File: config.mk
export PLATFORM = sky130hd
export DESIGN_NAME = sdd_decimator
export DESIGN_NICKNAME = d
export VERILOG_FILES = /design/src/sdd_pkg.sv /design/src/sdd_decimator.sv
export SDC_FILE = /design/constraint.sdc
export NUM_CORES = 1
export LEC_CHECK = 0
export ABC_AREA = 1
export BUFFER_PORTS_ARGS = -buffer_cell sky130_fd_sc_hd__buf_2
export CORE_ASPECT_RATIO = 1.75
export CORE_UTILIZATION = 40
export CTS_CLUSTER_DIAMETER = 150
export DETAILED_ROUTE_END_ITERATION = 7
export HOLD_SLACK_MARGIN = 0.12
export MAX_ROUTING_LAYER = met4
export SLEW_MARGIN = 20
export SYNTH_ARGS = -nofsm -noshare
export SYNTH_HDL_FRONTEND = slang
export SYNTH_SLANG_ARGS = --single-unit
File: constraint.sdc
create_clock -name clk_sys -period 2.7 [get_ports clk_sys]
set_input_delay 0.54 -clock clk_sys [delete_from_list [all_inputs] [get_ports clk_sys]]
set_output_delay 0.54 -clock clk_sys [all_outputs]
set_load 0.005 [all_outputs]
File: src/sdd_pkg.sv
/*
 * Constants shared by the sigma-delta decimator: timing, thresholds,
 * result widths and the serial frame layout.
 * Assumes a single 100 MHz system clock.
 */
package sdd_pkg;

    // Clock and timing figures in their own units.
    localparam int CLK_HZ         = 100_000_000;
    localparam int CLK_PERIOD_NS  = 10;
    localparam int SAMPLE_PERIOD_NS = 50_000;
    localparam int BIT_RATE_BPS   = 19_200;

    // Derived cycle counts; the sample period is exact, the bit period
    // rounds down to whole cycles.
    localparam int TICK_CYCLES_DEF = SAMPLE_PERIOD_NS / CLK_PERIOD_NS;
    localparam int BIT_CYCLES_DEF  = CLK_HZ / BIT_RATE_BPS;

    // Modulator and decimator figures.
    localparam logic [7:0]  THRESHOLD     = 8'h37;
    localparam int          RESULT_W      = 11;
    localparam logic [10:0] SAMPLES_PER_RESULT = 11'h400;
    localparam logic [2:0]  SENSE_CHANNEL = 3'h1;

    // Serial frame: two sync bytes, then result high and low.
    localparam logic [7:0]  SYNC_BYTE     = 8'hFF;
    localparam logic [1:0]  LAST_FRAME_IDX = 2'h3;
    localparam logic [3:0]  TX_DATA_BITS  = 4'h9;
    localparam int          FIFO_DEPTH    = 4;
    localparam int          FIFO_WIDTH    = 8;

    // Sample step sequencer states.
    typedef enum logic [1:0] {
        SDD_WAIT_TICK = 2'b00,
        SDD_CONVERT   = 2'b01
    } sdd_state_t;

endpackage

File: src/sdd_decimator.sv
/*
 * Sigma-delta modulator loop, counting decimator and serial result
 * sender, plus the byte FIFO between frame builder and transmitter.
 * Assumes the on-chip A/D converter sits on the same clock, starts on
 * a one-cycle pulse and answers with a one-cycle done and its data.
 */
// Operation
// - One sample step per 50 us tick.
// - One result every 1024 sample steps.
// - Clear tick request, then convert sense channel x8.
// - Compare conversion against threshold 037h.
// - Below threshold: feedback high, count sample only.
// - Above threshold: feedback low, count one and sample.
// - Below 1024 samples the step just ends.
// - At 1024: store result, flag, clear counters.
// - Counters start from zero after reset.
// - Sender waits for flag, then transmits result.
// - Serial bit rate is 19200 bits per second.
// - Each byte: start low, eight data, stop high.
`timescale 1ns/1ps

module sdd_fifo #(
    parameter int WIDTH = 8,
    parameter int DEPTH = 4
) (
    input  wire logic             clk_sys,
    input  wire logic             srst,
    input  wire logic             in_valid,
    output logic                  in_ready,
    input  wire logic [WIDTH-1:0] in_data,
    output logic                  out_valid,
    input  wire logic             out_ready,
    output logic      [WIDTH-1:0] out_data
);
    // Pointer width, and a count that also holds the full depth.
    localparam int PW = (DEPTH > 1) ? $clog2(DEPTH) : 1;
    localparam int CW = $clog2(DEPTH + 1);

    // Storage, both pointers and the fill count are the whole state.
    typedef struct packed {
        logic [DEPTH-1:0][WIDTH-1:0] mem;
        logic [PW-1:0]               wr;
        logic [PW-1:0]               rd;
        logic [CW-1:0]               cnt;
    } sdd_fifo_st_t;

    // Registered state, its next value and the two transfer strobes.
    sdd_fifo_st_t st;
    sdd_fifo_st_t next_st;
    logic         push;
    logic         pop;

    // Full and empty follow the stored count directly.
    assign in_ready  = (st.cnt != CW'(DEPTH));
    assign out_valid = (st.cnt != '0);
    assign out_data  = st.mem[st.rd];
    assign push      = in_valid && in_ready;
    assign pop       = out_valid && out_ready;

    // Pointers wrap at the depth, so any depth is allowed.
    always_comb begin
        next_st = st;
        if (push) begin
            next_st.mem[st.wr] = in_data;
            next_st.wr = (st.wr == PW'(DEPTH - 1)) ? '0 : st.wr + 1'b1;
        end
        if (pop) begin
            next_st.rd = (st.rd == PW'(DEPTH - 1)) ? '0 : st.rd + 1'b1;
        end
        // A push and a pop together leave the count as it is.
        if (push && !pop) begin
            next_st.cnt = st.cnt + 1'b1;
        end else if (pop && !push) begin
            next_st.cnt = st.cnt - 1'b1;
        end
    end

    // State register; the storage itself needs no reset.
    always_ff @(posedge clk_sys) begin
        if (srst) begin
            st.wr  <= '0;
            st.rd  <= '0;
            st.cnt <= '0;
            st.mem <= st.mem;
        end else begin
            st <= next_st;
        end
    end
endmodule

module sdd_decimator
    import sdd_pkg::*;
#(
    parameter int TICK_CYCLES = TICK_CYCLES_DEF,
    parameter int BIT_CYCLES  = BIT_CYCLES_DEF
) (
    // Clock and synchronous reset.
    input  wire logic                clk_sys,
    input  wire logic                srst,
    // Converter handshake, channel and gain.
    output logic                     adc_start,
    output logic      [2:0]          sense_input_channel,
    output logic                     adc_gain_x8,
    input  wire logic                adc_done,
    input  wire logic [7:0]          adc_data,
    // Loop feedback and the decimated result.
    output logic                     feedback_out,
    output logic      [RESULT_W-1:0] result,
    output logic                     new_result_flag,
    // Serial line and sample tick strobe.
    output logic                     serial_tx_line,
    output logic                     sample_tick
);
    typedef struct packed {
        // Step sequencer, sample timer and conversion start.
        sdd_state_t          state;
        logic [15:0]         tick_cnt;
        logic                tick;
        logic                tick_pend;
        logic                start;

        // Modulator feedback, counters and the held result.
        logic                feedback;
        logic [RESULT_W-1:0] samples;
        logic [RESULT_W-1:0] ones;
        logic [RESULT_W-1:0] result;
        logic                flag;

        // Frame builder: busy, byte index and latched word.
        logic                ld_busy;
        logic [1:0]          ld_idx;
        logic [RESULT_W-1:0] ld_word;

        // Transmitter: shifter, bit count and bit timer.
        logic                tx_busy;
        logic [8:0]          tx_shift;
        logic [3:0]          tx_bits;
        logic [15:0]         tx_cnt;
        logic                tx_line;
    } sdd_st_t;

    // Registered state and its next value.
    sdd_st_t     st;
    sdd_st_t     next_st;

    // Builder and transmitter sides of the byte FIFO.
    logic [7:0]  push_data;
    logic        push_ready;
    logic        pop_valid;
    logic        pop_ready;
    logic [7:0]  pop_data;
    logic        take;
    logic        done_result;

    // The sense channel with gain is the only conversion ever asked for.
    assign sense_input_channel = SENSE_CHANNEL;
    assign adc_gain_x8         = 1'b1;
    assign adc_start           = st.start;
    assign feedback_out        = st.feedback;
    assign result              = st.result;
    assign new_result_flag     = st.flag;
    assign serial_tx_line      = st.tx_line;
    assign sample_tick         = st.tick;

    // Frame builder feeds sync bytes, then result high and low bytes.
    always_comb begin
        case (st.ld_idx)
            2'h2:    push_data = {5'h00, st.ld_word[10:8]};
            2'h3:    push_data = st.ld_word[7:0];
            default: push_data = SYNC_BYTE;
        endcase
    end

    // The builder takes a result only when it is idle.
    assign take      = st.flag && !st.ld_busy;

    // The transmitter pops a byte only while it is idle.
    assign pop_ready = !st.tx_busy;

    // The answer that completes the 1024th sample closes a result.
    assign done_result = (st.state == SDD_CONVERT) && adc_done &&
                         (st.samples + 1'b1 == SAMPLES_PER_RESULT);

    // Slack of four bytes lets the builder run ahead of the line.
    sdd_fifo #(
        .WIDTH (FIFO_WIDTH),
        .DEPTH (FIFO_DEPTH)
    ) u_fifo (
        .clk_sys   (clk_sys),
        .srst      (srst),
        .in_valid  (st.ld_busy),
        .in_ready  (push_ready),
        .in_data   (push_data),
        .out_valid (pop_valid),
        .out_ready (pop_ready),
        .out_data  (pop_data)
    );

    // Next state of timer, modulator step, frame builder and transmitter.
    always_comb begin
        next_st = st;
        next_st.start = 1'b0;
        next_st.tick  = 1'b0;

        // Periodic sample tick; a pending request survives a clear.
        if (st.tick_cnt == 16'(TICK_CYCLES - 1)) begin
            next_st.tick_cnt = '0;
            next_st.tick     = 1'b1;
        end else begin
            next_st.tick_cnt = st.tick_cnt + 1'b1;
        end

        // Sample step: start one conversion, then judge its answer.
        case (st.state)
            SDD_WAIT_TICK: begin
                if (st.tick_pend) begin
                    next_st.tick_pend = 1'b0;
                    next_st.start     = 1'b1;
                    next_st.state     = SDD_CONVERT;
                end
            end
            SDD_CONVERT: begin
                if (adc_done) begin
                    next_st.state   = SDD_WAIT_TICK;
                    next_st.samples = st.samples + 1'b1;
                    // A value equal to the threshold counts as high.
                    if (adc_data < THRESHOLD) begin
                        next_st.feedback = 1'b1;
                    end else begin
                        next_st.feedback = 1'b0;
                        next_st.ones     = st.ones + 1'b1;
                    end
                    // Below the full count the step simply ends.
                    if (done_result) begin
                        next_st.result  = next_st.ones;
                        next_st.samples = '0;
                        next_st.ones    = '0;
                    end
                end
            end
            default: next_st.state = SDD_WAIT_TICK;
        endcase
        // A tick arriving mid-step waits; the set wins over the clear.
        if (st.tick) begin
            next_st.tick_pend = 1'b1;
        end

        // Flag: a new result wins over the take in the same cycle.
        if (done_result) begin
            next_st.flag = 1'b1;
        end else if (take) begin
            next_st.flag = 1'b0;
        end

        // Frame builder pushes four bytes, stalling on a full FIFO.
        if (take) begin
            next_st.ld_busy = 1'b1;
            next_st.ld_idx  = '0;
            next_st.ld_word = st.result;
        end else if (st.ld_busy && push_ready) begin
            if (st.ld_idx == LAST_FRAME_IDX) begin
                next_st.ld_busy = 1'b0;
            end
            next_st.ld_idx = st.ld_idx + 1'b1;
        end

        // Transmitter: start bit, eight data bits LSB first, stop bit.
        // One idle clock follows each stop bit before the next byte.
        if (!st.tx_busy) begin
            if (pop_valid) begin
                next_st.tx_busy  = 1'b1;
                next_st.tx_line  = 1'b0;
                next_st.tx_shift = {1'b1, pop_data};
                next_st.tx_bits  = TX_DATA_BITS;
                next_st.tx_cnt   = '0;
            end
        end else if (st.tx_cnt == 16'(BIT_CYCLES - 1)) begin
            next_st.tx_cnt = '0;
            if (st.tx_bits == '0) begin
                next_st.tx_busy = 1'b0;
            end else begin
                next_st.tx_line  = st.tx_shift[0];
                next_st.tx_shift = {1'b1, st.tx_shift[8:1]};
                next_st.tx_bits  = st.tx_bits - 1'b1;
            end
        end else begin
            next_st.tx_cnt = st.tx_cnt + 1'b1;
        end
    end

    // State register; reset clears both counters and idles the line.
    always_ff @(posedge clk_sys) begin
        if (srst) begin
            st          <= '0;
            st.state    <= SDD_WAIT_TICK;
            st.feedback <= 1'b1;
            st.tx_line  <= 1'b1;
            st.tx_shift <= 9'h1FF;
        end else begin
            st <= next_st;
        end
    end
endmodule

=== Yosys cells after proc, flatten, opt, wreduce, memory -nomap -nowiden ===
Cells that the tools add are included.

* Register bits: 140
* Bits of input ports: 11
* Output and inout port bits: 20
* Word-level logic and storage cells: 117

* $add $sub $neg: 10
* $lt $le $gt $ge: 4
* Equality and inequality tests: 13
* Multiplexer cells: 33
* Bitwise operators: 2
* Reduce and logical (&&, ||, !) cells: 30

{| class="wikitable"
|+ Operators with widths
! kind !! count
|-
| $mux W31 || 2
|-
| $mux W33 || 1
|-
| $add A16 B1 Y16 const B || 2
|-
| $bwmux W32 || 1
|-
| $eq A16 B13 Y1 const B || 2
|-
| $add A11 B1 Y11 const B || 2
|-
| $bmux W8 S2 || 1
|-
| $demux W8 S2 || 1
|-
| $mux W16 || 1
|-
| $mux W8 || 2
|-
| $pmux W8 S2 || 1
|-
| $mux W14 || 1
|-
| $mux W13 || 1
|-
| $mux W3 || 4
|-
| $reduce_bool A2 Y1 || 6
|-
| $eq A11 B11 Y1 const B || 1
|-
| $mux W11 || 1
|-
| $mux W1 || 10
|-
| $mux W2 || 5
|-
| $eq A2 B2 Y1 const B || 4
|-
| $logic_and A1 B1 Y1 || 8
|-
| $lt A8 B6 Y1 const B || 1
|-
| $reduce_and A2 Y1 || 4
|-
| $add A2 B1 Y2 const B || 3
|-
| 17 further kinds || 27
|}

=== Logic depth before layout (Yosys ltp) ===
* Depth after elaboration: 6
* Depth in mapped cells: 13
* Depth with buffers taken out: 13

=== By module ===
From an unflattened synthesis, not the netlist that was laid out.

* Cell total of the unflattened synthesis: 883
* Area, all modules: 6739.0 µm²

{| class="wikitable"
|+ By module, submodules not included
! module !! instances !! cells an instance !! area an instance (µm²)
|-
| sdd_decimator || 1 || 738 || 5067.4
|-
| sdd_fifo || 1 || 145 || 1671.6
|}

=== Least setup slack after synthesis ===
Ideal clock, no wire load.

* Path type: input port to flip-flop
* Start: input port srst
* End: register u_fifo.st[10] (netlist name), enable pin
* Data arrival time: 1590 ps
* Required time: 2329 ps
* Setup slack: 740 ps
* Stages: 5
* Buffers on the path: 2
* Cells stage by stage: clkbuf_1 -> inv_1 -> clkbuf_1 -> nand2_1 -> nor2_1

* Cells in the longest elaborated chain, start to end: 2

{| class="wikitable"
|+ RTL lines
! item !! line !! text
|-
| start: declaration || sdd_decimator.sv:99 || <nowiki>input wire logic srst,</nowiki>
|-
| $not A1 Y1 (no line) || - ||
|-
| $reduce_and A2 Y1 (no line) || - ||
|-
| end signal: assignment || sdd_decimator.sv:86 || <nowiki>st <= next_st;</nowiki>
|-
| end: declaration || sdd_decimator.sv:48 || <nowiki>sdd_fifo_st_t st;</nowiki>
|}

No other way between the ends.
A chain may end at the register's enable or synchronous reset.

=== Worst setup path after layout ===
* Start: register u_fifo.st[0] (netlist name)
* End: register u_fifo.st[2] (netlist name)

* Cells in the longest elaborated chain, start to end: 5
* Elaborated cells on any way between the ends: 13

{| class="wikitable"
|+ RTL lines
! item
|-
| branches (longest 5 deep; another with $sub A3 B1 Y3)
|}

Parallel ways; which one is timed is not known. The select of a mux whose other input is x is not followed.

==> impl_results.md <==
- Outcome: finished, final reports clean
- Drt wl/cell: 13.2 um
- Core Rows: 62
- Cell-internal power: 3820 uW
- Crit. End Element: flip-flop
- Min Tclk post-route: 2.26 ns
- Sw Share: 29.1%
- Met1 Track Usage GR: 18.2%
- Total Wirelength: 14.4 mm
- Critical-path maximum fanout: 12
- IO Port Bufs: 26
- Psw: 1560 uW
- Pwr Density: 722 nW/um^2
- Fillers: 1628
- Achievable Freq: 0.442 GHz
- Crit path kind: flip-flop to flip-flop
- Slew headroom: 59.5%
- Endpoints failing hold: 0
- M3 GR Usage: 3.27%
- Syn avg cell area: 7.62 um^2
- Worst VDD drop: 0.468 mV
- CTS Sinks: 139
- Pleak: 0.00291 uW
- Vias in the first global route: 5320
- Final GP Congestion: 0.859
- Synth Cell Area: 6640 um^2
- Num CTS Buffers: 17
- Part of the power in combinational logic: 17.0%
- Initial Util: 40.8%
- Synth cell types: 44
- Fin. max-slew vios: 0
- Unrepaired setup endpoints after global routing: no
- Sequential fraction of design power: 43.3%
- Global route total overflow: 0
- CTS tree: built
- Critical Path AT: 2.55 ns
- Via count: 5551
- Hold buffers post-CTS: 0
- Tightest Pin Transition: 0.602 ns
- Multi-input gate area: 2910 um^2
- Clk_lat worst skew: 0.41 ns
- Largest net degree at the start of global routing: 33
- Htree depth: 4
- Min-Delay Path Class: flip-flop to flip-flop
- Worst hold slack: 0.451 ns
- Number of remaining DRC errors: 0
- Maximum clock insertion buffer count: 2
- Startpoint Class: flip-flop
- Area grow syn2layout: 12.1%
- Total GRT Usage: 18.6%
- Ys Warns: 0
- Reg area: 3100 um^2
- Nets: 919
- Clock Power Share: 39.8%
- Hpwl dp: 10.7 mm
- Max cap viols: 0
- Clk slew on worst S/H paths: 0.06 ns
- Routed Antenna Nets: 0
- Die width: 99.4 um
- Setup TNS: 0 ns
- Cells after synthesis: 872
- Required time of the critical path: 2.99 ns
- Initial antenna violation count: 0
- Initial DRC count: 225
- Die Y: 172 um
- Final-report setup violation count: 0
- Die area: 17100 um^2
- Inserted Diodes: 0
- Period utilization: 83.7%
- Share of layout cells above drive strength 1: 11.1%
- Core region area: 16300 um^2
- Layout Skew: 0.0108 ns
- Global route hottest layer: met2
- Synth Register Bits: 139
- First-pass GRT wire length: 24.5 mm
- Post-synthesis sequential area ratio: 46.7%
- Global routing met2 resource utilization: 35.3%
- CTS root buf: clkbuf_16
- Pre-antenna DRT Iters: 4
- I/O pins: 31
- Vias/cell: 5.06
-- area by class of cell --
class / count / area share (%)
Inverter: 105 / 5.29
Clock inverter: 12 / 1.38
Sequential cell: 139 / 41.6
Timing Repair Buffer: 42 / 3.36
Multi-Input combinational cell: 588 / 39.1
Clock buffer: 20 / 5.99
Tap cell: 192 / 3.22
-- state kept, by name, summed over array words and instances, names as in the netlist --
name / count
adc_start: 1
new_result_flag: 1
u_fifo.st: 39
serial_tx_line: 1
sample_tick: 1
st: 84
feedback_out: 1
result: 11
-- power groups by stage --
stage,clock network (uW),logic [uW],registers [uW]
6_report,2140,913,2330
5_1_grt,2290,1040,2340
4_1_cts,2200,923,2330
3_5_place_dp,0,919,2370
3_3_place_gp,0,910,2370
2_1_floorplan,0,698,2360
-- worst max-delay path, stage by stage (launching register included) --
cell and delay [ns]:
dfxtp_1 0.35, nor3_1 0.31, nor2_2 0.17, inv_1 0.19
ha_1 0.17, inv_1 0.07, fa_1 0.38, a21oi_1 0.16
o21ai_0 0.13, o21ai_0 0.16, a21oi_1 0.05
-- worst paths after layout --
kind | endpoint | depth (start not counted) | startpoint | slack, ns
worst min-delay path | st[29] | 2 | st[29] | 0.45
worst max register to register | u_fifo.st[2] | 10 | u_fifo.st[0] | 0.44
worst max-delay path | u_fifo.st[2] | 10 | u_fifo.st[0] | 0.44
worst min register to register | st[29] | 2 | st[29] | 0.45
-- Yosys cell counts --
cell type	instances	share of area [%]
buf_6	1	0.17
buf_1	1	0.056
o21bai_1	2	0.23
buf_4	17	1.9
nor4_1	6	0.57
clkbuf_1	20	1.1
o21ai_0	63	4.7
a211oi_1	4	0.45
o31ai_1	1	0.11
conb_1	2	0.11
o21ai_1	1	0.075
nand3_2	3	0.45
dfxtp_1	107	32
a21oi_1	59	4.4
o22ai_1	8	0.75
a2111oi_0	1	0.13
nor2_4	1	0.17
buf_2	2	0.15
inv_2	2	0.11
inv_1	101	5.7
buf_8	1	0.23
a21oi_2	2	0.26
o211ai_1	3	0.34
o21ai_2	10	1.3
fa_1	1	0.30
nor2_2	3	0.28
a31oi_1	2	0.19
nand3_4	2	0.53
nand2_2	2	0.19
or2_2	2	0.19
ha_1	14	2.6
o221ai_1	1	0.13
nand4_1	14	1.3
nand2_1	180	10
xnor2_1	2	0.26
nor2_1	106	6.0
and2_1	2	0.19
nor3_1	14	1.1
edfxtp_1	32	14
a31o_2	1	0.13
nand3_1	66	5.0
nor3b_1	2	0.23
clkinv_1	2	0.11
xor2_1	6	0.79
-- what timing repair did --
action,in CTS,in global routing
setup endpoints to repair,0,2
gates resized for setup,0,1
setup buffers,0,0
-- layout by cell type, fill, tap and decap left out, drive strengths merged, types with 2 or more instances in the layout --
master / count
edfxtp: 32
nor3: 14
conb: 4
xnor2: 2
nor4: 6
inv: 103
nor3b: 2
nor2: 110
ha: 14
a31oi: 2
clkinvlp: 4
a21oi: 61
clkinv: 9
xor2: 6
o22ai: 8
nand3: 71
buf: 42
o211ai: 3
o21bai: 2
and2: 2
o21ai: 74
nand4: 14
nand2: 182
clkbuf: 20
or2: 2
dfxtp: 107
a211oi: 4
-- per-layer routing --
layer  vias up  routed length [um]
met2        68                7980
li1       2901                   -
met3        25                 344
met1      2557                5730
met4         0                 391
met5         -                   0
-- cells by family (layout without fill, tap and decap cells) --
kind of cell             after synthesis  in the layout  share of synthesized area (%)
XOR/XNOR                               8              8                           1.05
AND/OR/NAND/NOR                      403            403                           26.3
other                                  2              4                          0.113
AO/OA/AOI/OAI                        158            158                           13.3
flip-flops                           139            139                           46.7
adder cells (fa/ha/maj)               15             15                           2.94
buffers and inverters                147            179                           9.59
-- stage by stage --
step | area, um^2 | instances | setup WS [ns] | utilization [%] | power (uW)
floorplan | 6650 | 874 | 0.740 | - | 3060
global placement | 6900 | 1066 | 0.308 | 42.4 | 3280
detailed placement | 6900 | 1066 | 0.249 | 42.4 | 3290
CTS | 7450 | 1098 | 0.266 | 45.7 | 5450
global route | 7450 | 1098 | 0.189 | 45.7 | 5670
finish | 7450 | 1098 | 0.439 | 45.7 | 5380
Note: power is estimated with default switching activity, not from simulation.
